--- config.mk ---
export PLATFORM = sky130hd
export DESIGN_NAME = cbsc_top
export DESIGN_NICKNAME = d
export VERILOG_FILES = /design/src/verilog/cbsc_pkg.sv /design/src/verilog/cbsc_top.sv
export VERILOG_INCLUDE_DIRS = /design/src /design/src/verilog
export SDC_FILE = /design/constraint.sdc
export NUM_CORES = 1
export LEC_CHECK = 0
export BUFFER_PORTS_ARGS = -buffer_cell sky130_fd_sc_hd__buf_4
export CORE_MARGIN = 2
export CORE_UTILIZATION = 40
export DETAILED_ROUTE_END_ITERATION = 7
export PLACE_DENSITY = 0.64
export SLEW_MARGIN = 10
export SYNTH_ARGS = -nofsm -noshare
export SYNTH_HDL_FRONTEND = slang
export SYNTH_SLANG_ARGS = --single-unit
--- constraint.sdc ---
create_clock -name i_ref_clk -period 3.5 [get_ports i_ref_clk]
set_clock_uncertainty 0.05 [all_clocks]
set_input_delay 0.525 -clock i_ref_clk [delete_from_list [all_inputs] [get_ports i_ref_clk]]
set_output_delay 0.525 -clock i_ref_clk [all_outputs]
set_load 0.02 [all_outputs]
--- src/verilog/cbsc_cfg.svh ---
/*
 * Constants of the clock buffer serial control block: bus address,
 * register offsets, reset values, writable masks, field positions.
 * Assumes it is included once per compile unit through its guard.
 */
`ifndef CBSC_CFG_SVH
`define CBSC_CFG_SVH

`define CBSC_SLAVE_ADDR7 7'h6e
`define CBSC_BIT_LAST 4'h8
`define CBSC_TX_LAST 4'h7
`define CBSC_CMD_BYTE_BIT 7

`define CBSC_OFS_MODE 7'h00
`define CBSC_OFS_PAIR 7'h01
`define CBSC_OFS_STOP 7'h02

`define CBSC_RST_MODE 8'h07
`define CBSC_RST_PAIR 8'hff
`define CBSC_RST_STOP 8'h00
`define CBSC_RST_MODE_OUT 5'h07

`define CBSC_WMASK_MODE 8'hc7
`define CBSC_WMASK_PAIR 8'h66
`define CBSC_WMASK_STOP 8'h66

`define CBSC_MODE_PD_TRI 7
`define CBSC_MODE_HALT_TRI 6
`define CBSC_MODE_BW 2
`define CBSC_MODE_PLL 1
`define CBSC_MODE_DIV 0

`define CBSC_PAIR_SIX 6
`define CBSC_PAIR_FIVE 5
`define CBSC_PAIR_TWO 2
`define CBSC_PAIR_ONE 1

`define CBSC_IDX_SIX 3
`define CBSC_IDX_ONE 0

`endif

--- src/verilog/cbsc_pkg.sv ---
/*
 * Types of the clock buffer serial control block.
 * Assumes cbsc_cfg.svh supplies all numeric constants but the state encodings.
 */
package cbsc_pkg;

    typedef enum logic [2:0] {
        CBSC_IDLE  = 3'b000,
        CBSC_ADDR  = 3'b001,
        CBSC_CMD   = 3'b010,
        CBSC_WDATA = 3'b011,
        CBSC_ACK   = 3'b100,
        CBSC_RDATA = 3'b101,
        CBSC_RACK  = 3'b110,
        CBSC_WAIT  = 3'b111
    } cbsc_state_t;

    typedef struct packed {
        logic power_down_tristate;
        logic clock_halt_tristate;
        logic bandwidth_select;
        logic pll_mode;
        logic half_rate_select_n;
    } cbsc_mode_t;

endpackage

--- src/verilog/cbsc_top.sv ---
/*
 * SMBus byte read/write slave holding the control bytes of a clock
 * fan-out buffer, oversampling the bus on the reference clock.
 * Assumes i_ref_clk runs far faster than the bus clock and that an
 * outside open-drain pad combines o_sda_out with o_sda_oe_n.
 */
`timescale 1ns/1ps
`include "cbsc_cfg.svh"

module cbsc_top
(
    input wire logic i_ref_clk,
    input wire logic i_reset_n,
    input wire logic i_scl,
    input wire logic i_sda,
    input wire logic i_pair_one_enable,
    input wire logic i_pair_six_enable,
    output cbsc_pkg::cbsc_mode_t o_mode,
    output logic [3:0] o_pair_enable,
    output logic [3:0] o_stop_enable,
    output logic o_sda_out,
    output logic o_sda_oe_n
);
    import cbsc_pkg::*;

    function automatic logic [7:0] merge_byte(input logic [7:0] data,
                                              input logic [7:0] mask,
                                              input logic [7:0] rst);
        merge_byte = (data & mask) | (rst & ~mask);
    endfunction

    function automatic logic [3:0] pair_bits(input logic [7:0] data);
        pair_bits = {data[`CBSC_PAIR_SIX], data[`CBSC_PAIR_FIVE],
                     data[`CBSC_PAIR_TWO], data[`CBSC_PAIR_ONE]};
    endfunction

    logic scl_meta_ff;
    logic scl_sync_ff;
    logic scl_prev_ff;
    logic sda_meta_ff;
    logic sda_sync_ff;
    logic sda_prev_ff;
    logic [1:0] pin_meta_ff;
    logic [1:0] pin_sync_ff;

    cbsc_state_t state_ff;
    cbsc_state_t nxt_state;
    cbsc_state_t ack_next_ff;
    cbsc_state_t nxt_ack_next;
    logic [3:0] cnt_ff;
    logic [3:0] nxt_cnt;
    logic [7:0] rx_ff;
    logic [7:0] nxt_rx;
    logic [7:0] tx_ff;
    logic [7:0] nxt_tx;
    logic [6:0] offset_ff;
    logic [6:0] nxt_offset;
    logic cmd_ok_ff;
    logic nxt_cmd_ok;
    logic sda_oe_n_ff;
    logic nxt_sda_oe_n;
    logic wr_en;

    logic [7:0] mode_ff;
    logic [7:0] pair_ff;
    logic [7:0] stop_ff;
    logic [7:0] rd_data;

    logic scl_rise;
    logic scl_fall;
    logic bus_start;
    logic bus_stop;

    cbsc_mode_t mode_out_ff;
    logic [3:0] pair_out_ff;
    logic [3:0] stop_out_ff;
    logic sda_out_ff;

    // Two-stage synchronisers, then a history stage for edges
    always_ff @(posedge i_ref_clk or negedge i_reset_n)
    begin
        if (!i_reset_n)
        begin
            scl_meta_ff <= 1'b1;
            scl_sync_ff <= 1'b1;
            scl_prev_ff <= 1'b1;
            sda_meta_ff <= 1'b1;
            sda_sync_ff <= 1'b1;
            sda_prev_ff <= 1'b1;
            pin_meta_ff <= 2'h3;
            pin_sync_ff <= 2'h3;
        end
        else
        begin
            scl_meta_ff <= i_scl;
            scl_sync_ff <= scl_meta_ff;
            scl_prev_ff <= scl_sync_ff;
            sda_meta_ff <= i_sda;
            sda_sync_ff <= sda_meta_ff;
            sda_prev_ff <= sda_sync_ff;
            pin_meta_ff <= {i_pair_six_enable, i_pair_one_enable};
            pin_sync_ff <= pin_meta_ff;
        end
    end

    assign scl_rise = scl_sync_ff & ~scl_prev_ff;
    assign scl_fall = ~scl_sync_ff & scl_prev_ff;
    assign bus_start = scl_sync_ff & scl_prev_ff & sda_prev_ff & ~sda_sync_ff;
    assign bus_stop = scl_sync_ff & scl_prev_ff & ~sda_prev_ff & sda_sync_ff;

    // Read mux; unmapped offsets read as zero
    always_comb
    begin
        unique case (offset_ff)
            `CBSC_OFS_MODE: rd_data = mode_ff;
            `CBSC_OFS_PAIR: rd_data = pair_ff;
            `CBSC_OFS_STOP: rd_data = stop_ff;
            default: rd_data = 8'h00;
        endcase
    end

    // Bus sequencer
    always_comb
    begin
        nxt_state = state_ff;
        nxt_ack_next = ack_next_ff;
        nxt_cnt = cnt_ff;
        nxt_rx = rx_ff;
        nxt_tx = tx_ff;
        nxt_offset = offset_ff;
        nxt_cmd_ok = cmd_ok_ff;
        nxt_sda_oe_n = sda_oe_n_ff;
        wr_en = 1'b0;
        if (bus_stop)
        begin
            nxt_state = CBSC_IDLE;
            nxt_cmd_ok = 1'b0;
            nxt_sda_oe_n = 1'b1;
        end
        else if (bus_start)
        begin
            nxt_state = CBSC_ADDR;
            nxt_cnt = 4'h0;
            nxt_sda_oe_n = 1'b1;
        end
        else
        begin
            unique case (state_ff)
                CBSC_IDLE, CBSC_WAIT:
                begin
                    nxt_sda_oe_n = 1'b1;
                end
                CBSC_ADDR, CBSC_CMD, CBSC_WDATA:
                begin
                    if (scl_rise)
                    begin
                        nxt_rx = {rx_ff[6:0], sda_sync_ff};
                        nxt_cnt = cnt_ff + 4'h1;
                    end
                    else if (scl_fall && cnt_ff == `CBSC_BIT_LAST)
                    begin
                        nxt_state = CBSC_WAIT;
                        if (state_ff == CBSC_ADDR)
                        begin
                            if (rx_ff[7:1] == `CBSC_SLAVE_ADDR7)
                            begin
                                if (!rx_ff[0])
                                begin
                                    nxt_state = CBSC_ACK;
                                    nxt_ack_next = CBSC_CMD;
                                end
                                else if (cmd_ok_ff)
                                begin
                                    nxt_state = CBSC_ACK;
                                    nxt_ack_next = CBSC_RDATA;
                                    nxt_tx = rd_data;
                                end
                            end
                        end
                        else if (state_ff == CBSC_CMD)
                        begin
                            if (rx_ff[`CBSC_CMD_BYTE_BIT])
                            begin
                                nxt_state = CBSC_ACK;
                                nxt_ack_next = CBSC_WDATA;
                                nxt_offset = rx_ff[6:0];
                                nxt_cmd_ok = 1'b1;
                            end
                        end
                        else
                        begin
                            nxt_state = CBSC_ACK;
                            nxt_ack_next = CBSC_WAIT;
                            wr_en = 1'b1;
                        end
                        nxt_sda_oe_n = (nxt_state != CBSC_ACK);
                    end
                end
                CBSC_ACK:
                begin
                    if (scl_fall)
                    begin
                        nxt_state = ack_next_ff;
                        nxt_cnt = 4'h0;
                        nxt_rx = 8'h00;
                        if (ack_next_ff == CBSC_RDATA)
                        begin
                            nxt_sda_oe_n = tx_ff[7];
                        end
                        else
                        begin
                            nxt_sda_oe_n = 1'b1;
                        end
                    end
                end
                CBSC_RDATA:
                begin
                    if (scl_fall)
                    begin
                        if (cnt_ff == `CBSC_TX_LAST)
                        begin
                            nxt_state = CBSC_RACK;
                            nxt_sda_oe_n = 1'b1;
                        end
                        else
                        begin
                            nxt_cnt = cnt_ff + 4'h1;
                            nxt_tx = {tx_ff[6:0], 1'b0};
                            nxt_sda_oe_n = tx_ff[6];
                        end
                    end
                end
                CBSC_RACK:
                begin
                    // Only one byte is returned whatever the master answers
                    if (scl_fall)
                    begin
                        nxt_state = CBSC_WAIT;
                    end
                end
            endcase
        end
    end

    always_ff @(posedge i_ref_clk or negedge i_reset_n)
    begin
        if (!i_reset_n)
        begin
            state_ff <= CBSC_IDLE;
            ack_next_ff <= CBSC_IDLE;
            cnt_ff <= 4'h0;
            rx_ff <= 8'h00;
            tx_ff <= 8'h00;
            offset_ff <= 7'h00;
            cmd_ok_ff <= 1'b0;
            sda_oe_n_ff <= 1'b1;
        end
        else
        begin
            state_ff <= nxt_state;
            ack_next_ff <= nxt_ack_next;
            cnt_ff <= nxt_cnt;
            rx_ff <= nxt_rx;
            tx_ff <= nxt_tx;
            offset_ff <= nxt_offset;
            cmd_ok_ff <= nxt_cmd_ok;
            sda_oe_n_ff <= nxt_sda_oe_n;
        end
    end

    // Control bytes
    always_ff @(posedge i_ref_clk or negedge i_reset_n)
    begin
        if (!i_reset_n)
        begin
            mode_ff <= `CBSC_RST_MODE;
            pair_ff <= `CBSC_RST_PAIR;
            stop_ff <= `CBSC_RST_STOP;
        end
        else if (wr_en)
        begin
            unique case (offset_ff)
                `CBSC_OFS_MODE:
                begin
                    mode_ff <= merge_byte(rx_ff, `CBSC_WMASK_MODE,
                                          `CBSC_RST_MODE);
                end
                `CBSC_OFS_PAIR:
                begin
                    pair_ff <= merge_byte(rx_ff, `CBSC_WMASK_PAIR,
                                          `CBSC_RST_PAIR);
                end
                `CBSC_OFS_STOP:
                begin
                    stop_ff <= merge_byte(rx_ff, `CBSC_WMASK_STOP,
                                          `CBSC_RST_STOP);
                end
                default:
                begin
                    // Writes to other offsets are dropped
                    mode_ff <= mode_ff;
                end
            endcase
        end
    end

    // Registered outputs
    always_ff @(posedge i_ref_clk or negedge i_reset_n)
    begin
        if (!i_reset_n)
        begin
            mode_out_ff <= cbsc_mode_t'(`CBSC_RST_MODE_OUT);
            pair_out_ff <= 4'h0;
            stop_out_ff <= 4'h0;
            sda_out_ff <= 1'b0;
        end
        else
        begin
            mode_out_ff.power_down_tristate <=
                mode_ff[`CBSC_MODE_PD_TRI];
            mode_out_ff.clock_halt_tristate <=
                mode_ff[`CBSC_MODE_HALT_TRI];
            mode_out_ff.bandwidth_select <= mode_ff[`CBSC_MODE_BW];
            mode_out_ff.pll_mode <= mode_ff[`CBSC_MODE_PLL];
            mode_out_ff.half_rate_select_n <= mode_ff[`CBSC_MODE_DIV];
            pair_out_ff <= pair_bits(pair_ff);
            pair_out_ff[`CBSC_IDX_SIX] <= pair_ff[`CBSC_PAIR_SIX]
                                          & pin_sync_ff[1];
            pair_out_ff[`CBSC_IDX_ONE] <= pair_ff[`CBSC_PAIR_ONE]
                                          & pin_sync_ff[0];
            stop_out_ff <= pair_bits(stop_ff);
            sda_out_ff <= 1'b0;
        end
    end

    assign o_mode = mode_out_ff;
    assign o_pair_enable = pair_out_ff;
    assign o_stop_enable = stop_out_ff;
    assign o_sda_out = sda_out_ff;
    assign o_sda_oe_n = sda_oe_n_ff;

endmodule // cbsc_top

==> flow_metrics.env, run 1 <==
export IMPL_synthMuxAreaShare=0.129
export IMPL_setup_violations=0
export IMPL_synth_compound_area_frac=0.121
export IMPL_cts_root_buf="clkbuf_8"
export IMPL_routabilityCongestion=0.836
export IMPL_synth_edf_count=0
export IMPL_fin_crit_ns=2.56
export IMPL_path_class="register to register"
export IMPL_drtPass1Iterations=4
export IMPL_die_area_um2=8720
export IMPL_crit_chain="nand2b_1, nor4_4, a32oi_1, or4_1, mux2_4"
export IMPL_core_um2=7730
export IMPL_insertion_delay_ns=0.35
export IMPL_vias=2094
export IMPL_fill_cells=691
export IMPL_start_util=0.413
export IMPL_fin_crit_sh=0.733
export IMPL_cts_tree="built"
export IMPL_grt_pass1_vias=2055
export IMPL_syn_to_final_growth_pct=13.6
export IMPL_syn_nets=278
export IMPL_post_synth_xor_area_fraction=0.00274
export IMPL_postCtsSetupBuffers=0
export IMPL_hp_class="input port to register"
export IMPL_ant_nets=0
export IMPL_rsz0062_at_grt="no"
export IMPL_vdd_drop_max_uv=269
export IMPL_diodes=0
export IMPL_setup_tns_ns=0
export IMPL_leakage_nw=1.68
export IMPL_cp_slowest_stage_delay_ns=0.67
export IMPL_totalWireLength_um=5910
export IMPL_crit_arrival_ns=2.75
export IMPL_ys_async_sr_fraction=1.00
export IMPL_status="finished clean"
export IMPL_portBuffers=19
export IMPL_cts_sinks=71
export IMPL_wl_per_cell_um=15.0
export IMPL_fmax_mhz=390
export IMPL_maxCapViolCount=0
export IMPL_worstSetupStartpointType="register"
export IMPL_grt_max_degree=72
export IMPL_cts_buffers=9
export IMPL_drc=0
export IMPL_crit_required_ns=3.69
export IMPL_synth_top_family_by_area="simple AND/OR/NAND/NOR gates"
export IMPL_globalRouteTotalUtil=0.154
export IMPL_final_cells=394
export IMPL_path_clk_slew_ns=0.08
export IMPL_yosysSeqAreaShare=0.564
export IMPL_die_w_um=93.4
export IMPL_drive_above_1_share=0.243
export IMPL_drtIter0Drc=106
export IMPL_cp_max_fo=8
export IMPL_synth_cells=270
export IMPL_viasPerCell=5.31
export IMPL_netlist_area_um2=3190
export IMPL_slew_viol_final=0
export IMPL_antenna_found_initial=0
export IMPL_ys_ff_latch=71
export IMPL_cts_hold_buffers_added=0
export IMPL_synthSimpleGateAreaFrac=0.139
export IMPL_ios=21
export IMPL_grt_ovfl_total=0
export IMPL_crit_path_end_kind="register"
export IMPL_yosys_warnings=0
export IMPL_cpMaxStageDelayCell="or4_1"
export IMPL_tightest_slew_ns=0.859
export IMPL_clk_path_buf_depth=2
export IMPL_synth_ff_type="dfrtp_1"
export IMPL_synth_area_leader_cell="dfrtp_1"
export IMPL_std_cell_rows=32
export IMPL_die_h_um=93.4
export IMPL_dp_cells=378
export IMPL_synth_top_area_share=0.392
export IMPL_grt_pass1_wl_um=10300
export IMPL_ys_types=54
export IMPL_cts_resized_gates=0
export IMPL_slew_headroom=0.427
export IMPL_hold_viol_final=0
export IMPL_final_nets=295
export IMPL_htreeDepth=3
export IMPL_hpwl_um=3920
export IMPL_synth_adder_area_share=0.00783
export IMPL_synth_area_top_cells="dfrtp_1 39%, dfstp_2 17%, mux2_1 7.4%, mux2_4 3.3%, nand2_1 3.3%"
export IMPL_syn_mean_instance_area_um2=11.8
export IMPL_power_density_nw_per_um2=638
## worst max-delay path: cells and delay by family, from the launching register on
family | cells | cell delay [ns]
mux | 1 | 0.38
compound gates | 1 | 0.15
flops | 1 | 0.58
simple gates | 3 | 1.29
## cells in the final DEF, fill, tap and decap left out, drive strengths merged, types with 2 or more instances in the layout
cell	synthesis	layout
nand2	28	28
a311oi	2	2
a21boi	2	2
clkbuf	11	9
nor2	10	10
buf	4	21
bufinv	0	2
dfstp	21	21
ha	2	2
clkinvlp	0	2
nand4b	4	4
o31ai	7	7
mux2i	6	6
and3	5	5
nand3	5	5
or2	2	2
nand4	4	4
a211oi	2	2
mux2	29	29
o21ai	13	13
dfrtp	50	50
nor3	5	5
a2bb2oi	3	3
a41oi	3	3
nor2b	4	4
inv	9	12
and2	3	3
a22o	3	3
nand2b	5	5
a21oi	10	10
## synthesized netlist by cell type, drive strengths merged (4+ instances only)
cell,instances
mux2,29
o31ai,7
dfstp,21
nor2b,4
inv,9
nand2,28
nor2,10
o21ai,13
buf,4
a21oi,10
nand4b,4
nor3,5
and3,5
mux2i,6
nand2b,5
dfrtp,50
nand4,4
clkbuf,11
nand3,5
## cell type report
| cell class | instances | area [µm²] | area share |
|---|---|---|---|
| Sequential cell | 71 | 1800 | 0.497 |
| Tap cell | 102 | 128 | 0.0352 |
| Inverter | 9 | 33.8 | 0.00931 |
| Clock buffer | 9 | 124 | 0.0341 |
| Clock inverter | 7 | 101 | 0.0279 |
| Multi-Input combinational cell | 175 | 1280 | 0.353 |
| Timing Repair Buffer | 21 | 158 | 0.0434 |
## worst paths after layout
kind | from | end | slack [ns] | cells after the start
worst max-delay path | scl_prev_ff | tx_ff[6] | 0.94 | 5
worst max register to register | scl_prev_ff | tx_ff[6] | 0.94 | 5
min in group asynchronous | i_reset_n | o_pair_enable[3] | 0.24 | 1
max in group asynchronous | i_reset_n | ack_next_ff[1] | 2.61 | 1
worst min register to register | sda_meta_ff | sda_sync_ff | 0.31 | 0
worst min-delay path | i_pair_one_enable | pin_meta_ff[0] | 0.22 | 1
## report_power, final
part,switching [mW],leakage [nW],total [mW],internal [mW]
Clock,0.321,0.107,0.729,0.408
Combinational,0.304,0.677,0.518,0.213
Sequential,0.144,0.899,1.07,0.924
## per-stage QoR
stage	util	hold WS [ns]	total power [mW]	worst slack, ns	instance area (µm²)
global route	0.470	0.189	2.48	0.811	3630
CTS	0.470	0.204	2.34	0.937	3630
detailed placement	0.440	0.297	1.60	0.942	3400
finish	0.470	0.220	2.32	0.935	3630
global placement	0.440	0.295	1.58	1.02	3400
floorplan	-	0.179	1.45	1.31	3190
## sequential cells by signal (all words and copies together) (netlist names), 2 cells and up
name	count
cnt_ff	4
o_stop_enable	4
o_mode	5
o_pair_enable	4
offset_ff	7
mode_ff	5
rx_ff	8
ack_next_ff	3
pin_sync_ff	2
pin_meta_ff	2
stop_ff	4
state_ff	3
tx_ff	8
pair_ff	4
## cells by family (layout without fill, tap and decap cells)
group                    after synthesis  after routing
other                                  1              1
AO/OA/AOI/OAI                         56             56
flip-flops                            71             71
AND/OR/NAND/NOR                       80             80
buffers and inverters                 24             46
multiplexers                          35             35
adder cells (fa/ha/maj)                2              2
XOR/XNOR                               1              1
## per-layer routing
metal | global-route usage | vias to the layer above | share of wire
li1 | - | 1004 | -
met1 | 0.222 | 1038 | 0.50
met2 | 0.213 | 43 | 0.44
met3 | 0.0483 | 9 | 0.037
met4 | 0.0625 | 0 | 0.018
met5 | 0 | - | 0
(Power assumes the default switching activity.)
==> run 2: changes to the inputs <==
--- a/config.mk
+++ b/config.mk
@@ -6,11 +6,12 @@
 export SDC_FILE = /design/constraint.sdc
 export NUM_CORES = 1
 export LEC_CHECK = 0
+export ABC_AREA = 1
 export BUFFER_PORTS_ARGS = -buffer_cell sky130_fd_sc_hd__buf_4
 export CORE_MARGIN = 2
 export CORE_UTILIZATION = 40
 export DETAILED_ROUTE_END_ITERATION = 7
-export PLACE_DENSITY = 0.64
+export PLACE_DENSITY = 0.63
 export SLEW_MARGIN = 10
 export SYNTH_ARGS = -nofsm -noshare
 export SYNTH_HDL_FRONTEND = slang
==> constraint.sdc (replaced) <==
create_clock -name i_ref_clk -period 2.6 [get_ports i_ref_clk]
set_clock_uncertainty 0.05 [all_clocks]
set_input_delay 0.39 -clock i_ref_clk [delete_from_list [all_inputs] [get_ports i_ref_clk]]
set_output_delay 0.39 -clock i_ref_clk [all_outputs]
set_load 0.02 [all_outputs]
==> run 2 against run 1 <==
Final area is 2.0% higher. Total power is 35% higher. Global-route usage is 1.1 points higher. Clock power is 25% higher. First-iteration DRC count is 60% higher. Maximum frequency is 30% higher. Wire length is 13% higher. Largest power group unchanged.
==> flow_metrics.env, run 2 <==
export IMPL_grt_busiest_layer="met2"
export IMPL_cts_buffers=9
export IMPL_regToRegSetupSlack_ns=0.63
export IMPL_netlist_area_um2=3290
export IMPL_status="finished clean"
export IMPL_rsz0062_at_grt="no"
export IMPL_use_met2=0.241
export IMPL_setup_tns_ns=0
export IMPL_fmax_mhz=508
export IMPL_crit_chain="nand3_2, nor2_1, nor2_1, nor2_1, nand3_1, nand2_1, nand2_1"
export IMPL_synth_compound_area_frac=0.0750
export IMPL_ant_nets=0
export IMPL_cts_resized_gates=0
export IMPL_synthSimpleGateAreaFrac=0.305
export IMPL_cts_hold_buffers_added=0
export IMPL_yosys_warnings=0
export IMPL_cpMaxStageDelayCell="dfrtp_1"
export IMPL_cts_tree="built"
export IMPL_cp_slowest_stage_delay_ns=0.61
export IMPL_grt_pass1_wl_um=11300
export IMPL_synth_area_top_cells="dfrtp_1 38%, dfstp_2 17%, nand2_1 14%, nand3_1 6.9%, o21ai_0 4.1%"
export IMPL_maxCapViolCount=0
export IMPL_hold_viol_final=0
export IMPL_timing_rr_end="tx_ff[4]"
export IMPL_r2r_cells=7
export IMPL_final_nets=421
export IMPL_vias=2527
export IMPL_start_util=0.406
export IMPL_fin_crit_sh=0.756
export IMPL_critPathTopFamily="simple AND/OR/NAND/NOR gates"
export IMPL_postCtsSetupBuffers=0
export IMPL_drtPass1Iterations=5
export IMPL_tightest_slew_ns=0.873
export IMPL_synth_ff_type="dfrtp_1"
export IMPL_cts_sinks=71
export IMPL_cts_root_buf="clkbuf_8"
export IMPL_drive_above_1_share=0.182
export IMPL_syn_to_final_growth_pct=12.6
export IMPL_core_um2=8090
export IMPL_holdWs_ns=0.0853
export IMPL_final_cells=523
export IMPL_routabilityCongestion=0.897
export IMPL_multiInputGateArea_um2=1280
export IMPL_crit_arrival_ns=2.16
export IMPL_syn_mean_instance_area_um2=8.40
export IMPL_drc=0
export IMPL_fin_crit_ns=1.97
export IMPL_fill_cells=833
export IMPL_crit_buf_inv=0
export IMPL_path_class="register to register"
export IMPL_globalRouteTotalUtil=0.164
export IMPL_post_synth_xor_area_fraction=0
export IMPL_ys_types=27
export IMPL_synthTopCellsByCount="121 x nand2_1, 50 x dfrtp_1, 45 x nand3_1"
export IMPL_path_clk_slew_ns=0.08
export IMPL_grtUsageMet3=0.0431
export IMPL_die_area_um2=8950
export IMPL_drtIter0Drc=170
export IMPL_final_common_cell="nand2_1"
export IMPL_antenna_found_initial=0
export IMPL_synth_edf_count=0
export IMPL_hp_class="input port to async pin"
export IMPL_die_h_um=94.6
export IMPL_vdd_drop_max_uv=384
export IMPL_std_cell_rows=33
export IMPL_wl_per_cell_um=12.8
export IMPL_synth_adder_area_share=0.00762
export IMPL_ys_ff_latch=71
export IMPL_syn_nets=399
export IMPL_ios=21
export IMPL_synth_cells=391
export IMPL_synthMuxAreaShare=0
export IMPL_insertion_delay_ns=0.36
export IMPL_crit_path_end_kind="register"
export IMPL_portBuffers=19
export IMPL_slew_headroom=0.418
export IMPL_clk_path_buf_depth=2
export IMPL_regArea_um2=1800
export IMPL_cp_max_fo=11
export IMPL_htreeDepth=3
export IMPL_viasPerCell=4.83
export IMPL_diodes=0
export IMPL_reg_top3="rx_ff: 8 flops, tx_ff: 8 flops, offset_ff: 7 flops"
export IMPL_synthMostInstantiatedCell="nand2_1"
export IMPL_synth_area_leader_cell="dfrtp_1"
export IMPL_die_w_um=94.6
export IMPL_grt_pass1_vias=2373
export IMPL_cp_common_cell="nor2_1"
export IMPL_final_core_util=0.457
export IMPL_place_ws_ns=0.651
export IMPL_synth_top_area_share=0.381
export IMPL_gr_usage_met1=0.230
export IMPL_totalWireLength_um=6680
export IMPL_layout_common_cells="121 x nand2_1, 50 x dfrtp_1, 45 x nand3_1, 35 x nor2_1, 34 x inv_1"
export IMPL_setup_violations=0
export IMPL_dp_cells=507
export IMPL_leakage_nw=1.80
export IMPL_ys_async_sr_fraction=1.00
export IMPL_hpwl_um=4760
export IMPL_worstSetupStartpointType="register"
export IMPL_grt_max_degree=72
export IMPL_yosysSeqAreaShare=0.549
export IMPL_crit_required_ns=2.80
export IMPL_reg2reg_from="state_ff[2]"
export IMPL_grt_ovfl_total=0
export IMPL_setup_ws_ns=0.633
export IMPL_power_density_nw_per_um2=845
export IMPL_slew_viol_final=0
export IMPL_synth_top_family_by_area="simple AND/OR/NAND/NOR gates"
## run 2: changes by cell type after synthesis, moves of 6 or more
cell      delta
nand3_1     +40
inv_1       +26
o21ai_0     +22
mux2_1      -21
mux2i_1      -6
nand2_1     +93
o21ai_1      +8
mux2_4       -7
nor2_1      +25
a21oi_1      -7
o31ai_1      -7
clkbuf_1    -11
## run 2: final cells by class
type | count | area share
Clock buffer | 9 | 0.0335
Timing Repair Buffer | 19 | 0.0385
Inverter | 38 | 0.0392
Clock inverter | 7 | 0.0210
Multi-Input combinational cell | 274 | 0.345
Tap cell | 105 | 0.0355
Sequential cell | 71 | 0.487
## run 2: kinds of logic (layout without fill, tap and decap cells)
family                   count (synthesis)  in the layout
buffers and inverters                   46             73
flip-flops                              71             71
AND/OR/NAND/NOR                        223            223
adder cells (fa/ha/maj)                  2              2
other                                    1              1
AO/OA/AOI/OAI                           48             48
## run 2: metal layers
metal	vias to the layer above	share of wire
met4	0	0.025
met1	1173	0.51
li1	1299	-
met2	42	0.44
met5	-	0
met3	13	0.029
## run 2: how the worst max path moves through the flow
stage,startpoint,endpoint,depth (start not counted)
after floorplan,scl_prev_ff,tx_ff[0],8
after global placement,state_ff[2],tx_ff[3],7
after detailed placement,state_ff[2],tx_ff[4],7
after CTS,state_ff[2],tx_ff[4],7
after global routing,state_ff[2],tx_ff[4],7
final,state_ff[2],tx_ff[4],7
## run 2: through the flow
stage / power (mW) / area [µm²]
6_report: 3.13 / 3700
5_1_grt: 3.36 / 3700
4_1_cts: 3.16 / 3700
3_5_place_dp: 2.24 / 3500
3_3_place_gp: 2.23 / 3500
2_1_floorplan: 2.03 / 3290
## run 2: worst register-to-register path: stages (launching register included)
cell	delay (ns)
dfrtp_1	0.61
nand3_2	0.31
nor2_1	0.22
nor2_1	0.07
nor2_1	0.13
nand3_1	0.26
nand2_1	0.14
nand2_1	0.06
## run 2: power breakdown
group	internal (mW)	total [mW]	leakage (nW)	switching (mW)
Sequential	1.24	1.38	0.908	0.137
Combinational	0.256	0.842	0.796	0.587
Clock	0.453	0.909	0.101	0.456
Total	1.95	3.13	1.80	1.18
